## src/pkg/dgp_defines.svh

```systemverilog
// Register offsets, field positions, reset values and timing counts
`ifndef DGP_DEFINES_SVH
`define DGP_DEFINES_SVH

`define DGP_ADDR_W            8
`define DGP_DATA_W            8

`define DGP_OFS_FIRST_DATA    8'h07
`define DGP_OFS_SECOND_DATA   8'h08
`define DGP_OFS_FIRST_DIR     8'h87
`define DGP_OFS_SECOND_DIR    8'h88
`define DGP_OFS_PAR_CTRL      8'h89

`define DGP_RST_DIR           8'hff
`define DGP_RST_CTRL_DIR      3'h7
`define DGP_RST_CTRL_MODE     1'h0

`define DGP_CTRL_IN_FULL      7
`define DGP_CTRL_OUT_FULL     6
`define DGP_CTRL_IN_OVF       5
`define DGP_CTRL_MODE         4
`define DGP_CTRL_UNUSED       3
`define DGP_CTRL_DIR_HI       2

`define DGP_SYNC_STAGES       3
`define DGP_RDATA_UNMAPPED    8'h00

`endif

```

## src/pkg/dgp_pkg.sv

```systemverilog
// Types shared by the port block and its pin multiplexer
package dgp_pkg;

  typedef logic [7:0] dgp_byte_t;

  typedef enum logic [2:0]
  {
    DGP_REG_FIRST_DATA,
    DGP_REG_SECOND_DATA,
    DGP_REG_FIRST_DIR,
    DGP_REG_SECOND_DIR,
    DGP_REG_PAR_CTRL,
    DGP_REG_NONE
  } dgp_reg_t;

endpackage

```

## src/pkg/dgp_mux_if.sv

```systemverilog
// Per-pin selection signals between the port block and a pin multiplexer
`timescale 1ns/10ps
interface dgp_mux_if;
  logic [7:0] sel;
  logic [7:0] per_out;
  logic [7:0] per_oe;
  logic [7:0] dir;
  logic [7:0] latch;
  logic [7:0] pin_out;
  logic [7:0] pin_oe;
  logic [7:0] eff_dir;

  modport port
  (
    output sel,
    output per_out,
    output per_oe,
    output dir,
    output latch,
    input  pin_out,
    input  pin_oe,
    input  eff_dir
  );

  modport mux
  (
    input  sel,
    input  per_out,
    input  per_oe,
    input  dir,
    input  latch,
    output pin_out,
    output pin_oe,
    output eff_dir
  );
endinterface

```

## src/core/dgp_port_top.sv

```systemverilog
// Two general purpose ports with peripheral sharing and parallel mode
// How it works
// RULE1: First port: eight pins, own direction bits
// RULE2: Direction one floats pin, zero drives latch
// RULE3: Enabled peripheral overrides first-port pin direction
// RULE4: Override lasts only while peripheral enabled
// RULE5: Software avoids bit operations on overridden direction
// RULE6: Select chooses latch or peripheral output data
// RULE7: Peripheral enable acts only while selected
// RULE8: Data latches untouched by reset
// RULE9: Bit 0: I/O, timer oscillator out, clock in
// RULE10: Bit 1: I/O, oscillator in, second CCP
// RULE11: Bit 2: I/O or first CCP
// RULE12: Bit 3: serial port clock, SPI and I2C
// RULE13: Bit 4: SPI data in, I2C data
// RULE14: Bit 5: I/O or serial data out
// RULE15: Bit 6: I/O, USART transmit or clock
// RULE16: Bit 7: I/O, USART receive or data
// RULE17: Second port: eight pins, own direction bits
// RULE18: Mode bit makes second port parallel port
// RULE19: Parallel bit n on second-port pin n
// RULE20: Control register resets to 0000 -111
// RULE21: Data read gives pins, write sets latch
//
// Added by the designer: the address-and-strobe port.
`timescale 1ns/10ps
`include "dgp_defines.svh"
module dgp_port_top
  import dgp_pkg::*;
#(
  parameter int WIDTH = 8
)
(
  input  wire logic       i_clk,
  input  wire logic       i_rstn,
  // Register port
  input  wire logic [7:0] i_addr,
  input  wire logic [7:0] i_wdata,
  input  wire logic       i_wr,
  input  wire logic       i_rd,
  output logic      [7:0] o_rdata,
  // First port pins
  input  wire logic [7:0] i_first_pin,
  output logic      [7:0] o_first_out,
  output logic      [7:0] o_first_oe,
  // Second port pins
  input  wire logic [7:0] i_second_pin,
  output logic      [7:0] o_second_out,
  output logic      [7:0] o_second_oe,
  // Synchronised pin levels for peripherals and the parallel port
  output logic      [7:0] o_first_level,
  output logic      [7:0] o_parallel_data,
  // Secondary timer
  input  wire logic       i_tmr_osc_en,
  input  wire logic       i_tmr_osc_drive,
  input  wire logic       i_tmr_ext_clk_en,
  // Capture/compare/PWM units
  input  wire logic       i_pwm1_en,
  input  wire logic       i_pwm1_oe,
  input  wire logic       i_pwm1_out,
  input  wire logic       i_pwm2_en,
  input  wire logic       i_pwm2_oe,
  input  wire logic       i_pwm2_out,
  // Synchronous serial port
  input  wire logic       i_ssp_en,
  input  wire logic       i_ssp_i2c,
  input  wire logic       i_ssp_sck_oe,
  input  wire logic       i_ssp_sck_out,
  input  wire logic       i_ssp_sda_oe,
  input  wire logic       i_ssp_sda_out,
  input  wire logic       i_ssp_sdo_out,
  // USART
  input  wire logic       i_usart_en,
  input  wire logic       i_usart_sync,
  input  wire logic       i_usart_tx_out,
  input  wire logic       i_usart_ck_oe,
  input  wire logic       i_usart_ck_out,
  input  wire logic       i_usart_dt_oe,
  input  wire logic       i_usart_dt_out,
  // Parallel slave handshake (outside this block)
  input  wire logic       i_psp_drive,
  input  wire logic       i_input_buffer_full_flag,
  input  wire logic       i_output_buffer_full_flag,
  input  wire logic       i_input_overflow_flag,
  output logic            o_parallel_slave_mode_bit,
  output logic      [2:0] o_third_port_dir
);

  ////////////////////////////////////////////////////////////////////////////
  // Elaboration check

  if (WIDTH != 8)
  begin : g_width_check
    $error("dgp_port_top: WIDTH must be 8");
  end

  ////////////////////////////////////////////////////////////////////////////
  // Helper functions

  // Register decode, shared by read and write paths
  function automatic dgp_reg_t decode(input logic [7:0] addr);
    dgp_reg_t r;
    r = DGP_REG_NONE;
    unique case (addr)
      `DGP_OFS_FIRST_DATA:  r = DGP_REG_FIRST_DATA;
      `DGP_OFS_SECOND_DATA: r = DGP_REG_SECOND_DATA;
      `DGP_OFS_FIRST_DIR:   r = DGP_REG_FIRST_DIR;
      `DGP_OFS_SECOND_DIR:  r = DGP_REG_SECOND_DIR;
      `DGP_OFS_PAR_CTRL:    r = DGP_REG_PAR_CTRL;
      default:              r = DGP_REG_NONE;
    endcase
    return r;
  endfunction

  // Filtered level: take a change once stages two and three agree
  function automatic logic [7:0] settle(input logic [7:0] s2,
                                        input logic [7:0] s3,
                                        input logic [7:0] old);
    logic [7:0] v;
    v = old;
    for (int i = 0; i < 8; i++)
    begin
      if (s2[i] == s3[i])
      begin
        v[i] = s3[i];
      end
    end
    return v;
  endfunction

  ////////////////////////////////////////////////////////////////////////////
  // Pin input synchronisers

  logic [7:0] first_s1_q;
  logic [7:0] first_s2_q;
  logic [7:0] first_s3_q;
  logic [7:0] first_lvl_q;
  logic [7:0] second_s1_q;
  logic [7:0] second_s2_q;
  logic [7:0] second_s3_q;
  logic [7:0] second_lvl_q;

  always_ff @(posedge i_clk)
  begin
    first_s1_q   <= i_first_pin;
    first_s2_q   <= first_s1_q;
    first_s3_q   <= first_s2_q;
    second_s1_q  <= i_second_pin;
    second_s2_q  <= second_s1_q;
    second_s3_q  <= second_s2_q;
  end

  always_ff @(posedge i_clk)
  begin
    if (!i_rstn)
    begin
      first_lvl_q  <= 8'h00;
      second_lvl_q <= 8'h00;
    end
    else
    begin
      first_lvl_q  <= settle(first_s2_q, first_s3_q, first_lvl_q);
      second_lvl_q <= settle(second_s2_q, second_s3_q, second_lvl_q);
    end
  end

  ////////////////////////////////////////////////////////////////////////////
  // Register decode

  dgp_reg_t   acc_reg;
  logic       wr_first_data;
  logic       wr_second_data;
  logic       wr_first_dir;
  logic       wr_second_dir;
  logic       wr_ctrl;

  always_comb
  begin
    acc_reg        = decode(i_addr);
    wr_first_data  = i_wr && (acc_reg == DGP_REG_FIRST_DATA);
    wr_second_data = i_wr && (acc_reg == DGP_REG_SECOND_DATA);
    wr_first_dir   = i_wr && (acc_reg == DGP_REG_FIRST_DIR);
    wr_second_dir  = i_wr && (acc_reg == DGP_REG_SECOND_DIR);
    wr_ctrl        = i_wr && (acc_reg == DGP_REG_PAR_CTRL);
  end

  ////////////////////////////////////////////////////////////////////////////
  // Output latches: no reset, so contents survive every reset

  logic [7:0] first_latch_q;
  logic [7:0] second_latch_q;

  always_ff @(posedge i_clk)
  begin
    if (wr_first_data)
    begin
      first_latch_q <= i_wdata; // RULE21 RULE8
    end
    if (wr_second_data)
    begin
      second_latch_q <= i_wdata; // RULE21 RULE8
    end
  end

  ////////////////////////////////////////////////////////////////////////////
  // Direction and control registers

  logic [7:0] first_dir_q;
  logic [7:0] second_dir_q;
  logic       mode_q;
  logic [2:0] third_dir_q;

  always_ff @(posedge i_clk)
  begin
    if (!i_rstn)
    begin
      first_dir_q  <= `DGP_RST_DIR;
      second_dir_q <= `DGP_RST_DIR;
    end
    else
    begin
      if (wr_first_dir)
      begin
        first_dir_q <= i_wdata; // RULE1
      end
      if (wr_second_dir)
      begin
        second_dir_q <= i_wdata; // RULE17
      end
    end
  end

  always_ff @(posedge i_clk)
  begin
    if (!i_rstn)
    begin
      mode_q      <= `DGP_RST_CTRL_MODE; // RULE20
      third_dir_q <= `DGP_RST_CTRL_DIR; // RULE20
    end
    else if (wr_ctrl)
    begin
      mode_q      <= i_wdata[`DGP_CTRL_MODE]; // RULE18
      third_dir_q <= i_wdata[`DGP_CTRL_DIR_HI:0];
    end
  end

  ////////////////////////////////////////////////////////////////////////////
  // First port: peripheral select, enable and data per pin

  dgp_mux_if  first_m ();
  logic [7:0] c_sel;
  logic [7:0] c_oe;
  logic [7:0] c_out;

  always_comb
  begin
    c_sel = 8'h00;
    c_oe  = 8'h00;
    c_out = 8'h00;
    // Oscillator drives bit 0, external clock only listens on it
    c_sel[0] = i_tmr_osc_en || i_tmr_ext_clk_en; // RULE9
    c_oe[0]  = i_tmr_osc_en; // RULE9
    c_out[0] = i_tmr_osc_drive; // RULE9
    // Oscillator input has priority over the second CCP
    if (i_tmr_osc_en)
    begin
      c_sel[1] = 1'b1; // RULE10
    end
    else if (i_pwm2_en)
    begin
      c_sel[1] = 1'b1; // RULE10
      c_oe[1]  = i_pwm2_oe;
      c_out[1] = i_pwm2_out;
    end
    c_sel[2] = i_pwm1_en; // RULE11
    c_oe[2]  = i_pwm1_oe;
    c_out[2] = i_pwm1_out;
    c_sel[3] = i_ssp_en; // RULE12
    c_oe[3]  = i_ssp_sck_oe;
    c_out[3] = i_ssp_sck_out;
    // SPI data in is input only, I2C data is two-way
    c_sel[4] = i_ssp_en; // RULE13
    c_oe[4]  = i_ssp_i2c && i_ssp_sda_oe; // RULE13
    c_out[4] = i_ssp_i2c && i_ssp_sda_out;
    c_sel[5] = i_ssp_en && !i_ssp_i2c; // RULE14
    c_oe[5]  = 1'b1;
    c_out[5] = i_ssp_sdo_out;
    c_sel[6] = i_usart_en; // RULE15
    c_oe[6]  = i_usart_sync ? i_usart_ck_oe : 1'b1; // RULE15
    c_out[6] = i_usart_sync ? i_usart_ck_out : i_usart_tx_out;
    c_sel[7] = i_usart_en; // RULE16
    c_oe[7]  = i_usart_sync && i_usart_dt_oe; // RULE16
    c_out[7] = i_usart_sync && i_usart_dt_out;
  end

  assign first_m.sel     = c_sel; // RULE3 RULE4
  assign first_m.per_out = c_out;
  assign first_m.per_oe  = c_oe;
  assign first_m.dir     = first_dir_q;
  assign first_m.latch   = first_latch_q;

  dgp_pin_mux u_first_mux
  (
    .m (first_m.mux)
  );

  ////////////////////////////////////////////////////////////////////////////
  // Second port: parallel mode takes every pin

  dgp_mux_if  second_m ();

  assign second_m.sel     = {8{mode_q}}; // RULE18 RULE19
  assign second_m.per_out = second_latch_q; // RULE19
  assign second_m.per_oe  = {8{i_psp_drive}};
  assign second_m.dir     = second_dir_q;
  assign second_m.latch   = second_latch_q;

  dgp_pin_mux u_second_mux
  (
    .m (second_m.mux)
  );

  ////////////////////////////////////////////////////////////////////////////
  // Registered pin drivers and side outputs

  always_ff @(posedge i_clk)
  begin
    if (!i_rstn)
    begin
      o_first_out  <= 8'h00;
      o_first_oe   <= 8'h00;
      o_second_out <= 8'h00;
      o_second_oe  <= 8'h00;
    end
    else
    begin
      o_first_out  <= first_m.pin_out; // RULE6
      o_first_oe   <= first_m.pin_oe; // RULE2 RULE7
      o_second_out <= second_m.pin_out;
      o_second_oe  <= second_m.pin_oe; // RULE2
    end
  end

  always_ff @(posedge i_clk)
  begin
    if (!i_rstn)
    begin
      o_first_level             <= 8'h00;
      o_parallel_data           <= 8'h00;
      o_parallel_slave_mode_bit <= `DGP_RST_CTRL_MODE;
      o_third_port_dir          <= `DGP_RST_CTRL_DIR;
    end
    else
    begin
      o_first_level             <= first_lvl_q;
      o_parallel_data           <= mode_q ? second_lvl_q : 8'h00; // RULE19
      o_parallel_slave_mode_bit <= mode_q;
      o_third_port_dir          <= third_dir_q;
    end
  end

  ////////////////////////////////////////////////////////////////////////////
  // Read path: data one cycle after the strobe, zero otherwise

  logic [7:0] rdata_d;

  always_comb
  begin
    rdata_d = `DGP_RDATA_UNMAPPED;
    unique case (acc_reg)
      DGP_REG_FIRST_DATA:  rdata_d = first_lvl_q; // RULE21
      DGP_REG_SECOND_DATA: rdata_d = second_lvl_q; // RULE21
      // Overridden value reads back, hence bit operations misbehave
      DGP_REG_FIRST_DIR:   rdata_d = first_m.eff_dir; // RULE5
      DGP_REG_SECOND_DIR:  rdata_d = second_dir_q;
      DGP_REG_PAR_CTRL:
      begin
        rdata_d[`DGP_CTRL_IN_FULL]  = i_input_buffer_full_flag;
        rdata_d[`DGP_CTRL_OUT_FULL] = i_output_buffer_full_flag;
        rdata_d[`DGP_CTRL_IN_OVF]   = i_input_overflow_flag;
        rdata_d[`DGP_CTRL_MODE]     = mode_q;
        rdata_d[`DGP_CTRL_UNUSED]   = 1'b0; // RULE20
        rdata_d[`DGP_CTRL_DIR_HI:0] = third_dir_q;
      end
      DGP_REG_NONE:        rdata_d = `DGP_RDATA_UNMAPPED;
    endcase
    if (!i_rd)
    begin
      rdata_d = 8'h00;
    end
  end

  always_ff @(posedge i_clk)
  begin
    if (!i_rstn)
    begin
      o_rdata <= 8'h00;
    end
    else
    begin
      o_rdata <= rdata_d;
    end
  end

endmodule

```

## src/core/dgp_pin_mux.sv

```systemverilog
// Per-pin choice between port latch and peripheral driver
`timescale 1ns/10ps
module dgp_pin_mux
  import dgp_pkg::*;
(
  dgp_mux_if.mux m
);

  ////////////////////////////////////////////////////////////////////////////
  // Data select: latch or peripheral value
  always_comb
  begin
    for (int i = 0; i < 8; i++)
    begin
      m.pin_out[i] = m.sel[i] ? m.per_out[i] : m.latch[i]; // RULE6
    end
  end

  ////////////////////////////////////////////////////////////////////////////
  // Driver enable: peripheral enable only counts while selected
  always_comb
  begin
    for (int i = 0; i < 8; i++)
    begin
      m.pin_oe[i]  = m.sel[i] ? m.per_oe[i] : ~m.dir[i]; // RULE7 RULE2
      m.eff_dir[i] = m.sel[i] ? ~m.per_oe[i] : m.dir[i]; // RULE3 RULE4
    end
  end

endmodule

```

## config.mk

```make
export PLATFORM = sky130hd
export DESIGN_NAME = dgp_port_top
export DESIGN_NICKNAME = d
export VERILOG_FILES = /design/src/pkg/dgp_pkg.sv /design/src/pkg/dgp_mux_if.sv /design/src/core/dgp_port_top.sv /design/src/core/dgp_pin_mux.sv
export VERILOG_INCLUDE_DIRS = /design/src /design/src/pkg
export SDC_FILE = /design/constraint.sdc
export NUM_CORES = 1
export LEC_CHECK = 0
export ABC_AREA = 1
export BUFFER_PORTS_ARGS = -buffer_cell sky130_fd_sc_hd__buf_2
export CORE_AREA = 2 2 95 116
export CTS_CLUSTER_SIZE = 14
export DETAILED_ROUTE_END_ITERATION = 7
export DIE_AREA = 0 0 97 118
export PLACE_DENSITY = 0.71
export SETUP_SLACK_MARGIN = 0.15
export SYNTH_ARGS = -nofsm -noshare
export SYNTH_HDL_FRONTEND = slang
export SYNTH_SLANG_ARGS = --single-unit
```

## constraint.sdc

```tcl
create_clock -name i_clk -period 3.3 [get_ports i_clk]
set_input_delay 0.66 -clock i_clk [delete_from_list [all_inputs] [get_ports i_clk]]
set_output_delay 0.66 -clock i_clk [all_outputs]
set_load 0.005 [all_outputs]
```

==> summary.txt <==
Run status
  – Outcome: complete, no violations

Die
  – Die area: 11,400 um2
  – Die Y: 118 um
  – Initial Utilization: 49.0%
  – Row count: 41
  – I/O pin count: 123
  – Chip Width: 97 um
  – Core region area: 10,300 um2

Pwr
  – Sw frac: 20.9%
  – Power share of the combinational group: 3.9%
  – Tot Pwr: 4.09 mW
  – Maximum VDD drop: 0.000364 V
  – P_sw: 0.855 mW
  – Int Power: 3.23 mW
  – Power Density: 643 nW/um2
  – Pleak: 3.11 nW
  – Clock network power share: 46.0%
  – Reg power frac: 50.1%

Placed design
  – # port buffers: 122
  – Placer Congestion: 0.914
  – Worst slack at placement: 730 ps
  – Hpwl dp: 7830 um
  – Cells after DPL: 757

Clock network
  – Hold buffer count at CTS: 0
  – H-tree Lvls: 4
  – Worst-Skew Late Latency: 420 ps
  – Post-CTS Setup Bufs: 0
  – Clock Tree Root: clkbuf_16
  – Max Root-Sink Buffers: 2
  – Clk sinks: 160
  – CTS Buf Count: 17
  – CTS clk-pin slew, worst paths: 60 ps
  – PostCTS Resize Cnt: 0
  – TritonCTS clock tree: yes

Route
  – Drt initial violations: 218
  – ANT nets after route: 0
  – Vias/cell: 4.94
  – Wirelength, routed: 11,000 um
  – Average wire per standard cell: 13.9 um
  – Total iterations of the first detailed-routing run: 4
  – Via count: 3,901
  – DRC viols: 0

Timing
  – Tmin final: 2200 ps
  – Unrepaired setup endpoints after global routing: false
  – Fin crit share: 66.7%
  – Final hold vios: 0
  – Final setup TNS: 0 ps
  – Final setup vio count: 0
  – Final Max Slew Viols: 0
  – Worst hold slack: 325 ps
  – Setup Skew: 8.21 ps
  – Slew of the pin with the lowest slew margin: 900 ps
  – Setup WS post-layout: 1100 ps
  – Rel. slew slack: 39.8%
  – Fmax: 0.454 GHz

Final layout
  – Antenna diodes: 0
  – Layout Nets: 710
  – Share of layout cells above drive strength 1: 26.8%
  – Area grow syn2layout: 26.0%
  – Post-route insts no fill: 789

Synth
  – Largest family of logic cells by synthesized area: simple AND/OR/NAND/NOR gates
  – XOR/XNOR Fraction of Synth Area: 0%
  – Mux share of post-synthesis cell area: 0%
  – Syn. warnings: 0
  – Post-Synth Simple-Gate Area: 17.4%
  – Syn avg cell area: 9.82 um2
  – Syn_nets: 577
  – Mapped Cells: 514
  – Seq/Total Area, Yosys: 66.6%
  – Post-Syn Area: 5050 um2
  – Synthesized flop and latch total: 160
  – Post-Synth Adder-Cell Area: 0%
  – Post-synthesis compound-gate area fraction: 10.1%
  – Post-synthesis cell type count: 25

Worst setup path
  – Crit path DAT: 2240 ps
  – CP endpoint kind: flip-flop
  – FF-to-FF setup slack: 2240 ps
  – WP depth: 6
  – Slowest cell on crit path: nor2_1
  – Worst setup SP type: primary input
  – Last element of the critical path: first_latch_q[0]$_DFFE_PP_
  – CP peak stage delay: 790 ps
  – WS Path Type: in2reg
  – Cell family with the largest share of critical-path delay: simple AND/OR/NAND/NOR gates
  – Crit Path Max Fanout: 16
  – CP startpoint: i_addr[4]
  – Buf+Inv Stages, Crit Path: 2
  – Register-to-Register Path Depth: 6
  – Critical Path RT: 3340 ps
  – Crit path cell chain: buf_2 > inv_1 > nand2_2 > nor3_1 > nand2_1 > nor2_1
  – Worst r2r src: first_dir_q[6]$_SDFFE_PN1P_
  – FF-to-FF End: o_rdata[6]$_SDFF_PN0_

Global route
  – Pin count of the biggest net entering global routing: 26
  – Initial antenna violation count: 0
  – Number of global-route vias before repair: 3,855
  – Gr ovfl total: 0
  – First-pass GRT wire length: 18,000 um
  – GRT Total Usage: 20.1%

Worst hold path
  – Hold Path Class: reg2reg

Job
  – Max-cap violations: 0
==> Yosys cell counts <==
cell	number	share of area, %
nand3b_1	1	0.15
nand3_2	1	0.20
nand2_1	69	5.1
nor2_2	5	0.62
o211ai_2	6	1.5
nand4_1	6	0.74
nand3_1	31	3.1
nand2_2	4	0.50
o21ai_0	39	3.9
a21oi_1	26	2.6
o21a_1	3	0.45
inv_1	61	4.5
nor2_4	3	0.67
clkbuf_1	7	0.52
buf_2	1	0.099
nor2_1	66	4.9
or2_2	3	0.37
edfxtp_1	16	9.5
buf_6	3	0.67
o211ai_1	11	1.6
nand2_4	1	0.22
nor3_1	5	0.50
dfxtp_1	144	57
nand3_4	1	0.35
o21ai_1	1	0.099
==> cell usage in the layout (no fill, tap or decap), types with 2 or more instances in the layout <==
master and count:
clkbuf_1 4, a21oi_1 26, o21ai_0 39, inv_1 61
buf_2 122, edfxtp_1 16, nand3_1 31, o21a_1 3
nor2_2 5, dfxtp_1 144, nand4_1 6, o211ai_1 11
nand2_2 4, o211ai_2 6, clkbuf_16 19, clkinv_4 2
nor3_1 5, nor2_4 3, nand2_1 69, clkinv_2 3
or2_2 3, buf_4 3, nor2_1 66
==> cell families after synthesis <==
group	Yosys count
AND/OR/NAND/NOR	196
flip-flops	160
AO/OA/AOI/OAI	86
buffers and inverters	72
==> layer usage <==
| metal | part of all wire, % | GRT usage [%] |
|---|---|---|
| met4 | 3.1 | 11.0 |
| met5 | 0 | 0 |
| met2 | 50 | 33.2 |
| met3 | 6.6 | 6.06 |
| met1 | 41 | 23.3 |
==> final cells by class <==
cell class	instances	area (um2)
fill	887	3950
sequential	160	3360
multi-input combinational	282	1390
timing repair buffer	125	633
clock buffer	24	504
inverter	61	229
tap	129	161
clock inverter	8	76.3
==> power by group through the flow <==
stage	registers, mW	clock network [mW]	logic, mW
detailed placement	2.09	0	0.158
finish	2.05	1.88	0.158
global route	2.06	2.00	0.180
floorplan	2.09	0	0.0718
global placement	2.09	0	0.153
CTS	2.05	1.91	0.159
==> worst min-delay path by stage <==
| stage | from | endpoint | slack [ps] | cells after the start |
|---|---|---|---|---|
| 6_report | first_s1_q[2]$_DFF_P_ | first_s2_q[2]$_DFF_P_ | 320 | 0 |
| 5_1_grt | i_second_pin[6] | second_s1_q[6]$_DFF_P_ | 320 | 1 |
| 4_1_cts | first_s1_q[5]$_DFF_P_ | first_s2_q[5]$_DFF_P_ | 330 | 0 |
| 3_5_place_dp | first_s1_q[5]$_DFF_P_ | first_s2_q[5]$_DFF_P_ | 310 | 0 |
| 3_3_place_gp | second_s1_q[5]$_DFF_P_ | second_s2_q[5]$_DFF_P_ | 310 | 0 |
| 2_1_floorplan | first_s1_q[0]$_DFF_P_ | first_s2_q[0]$_DFF_P_ | 310 | 0 |
==> stage by stage <==
step | cell area, um2 | utilization (%)
after floorplan | 5050 | -
after global placement | 5780 | 56.0
after detailed placement | 5780 | 56.0
after CTS | 6360 | 61.7
after global routing | 6360 | 61.7
final | 6360 | 61.7
No activity file was read; power rests on OpenSTA's default activity.
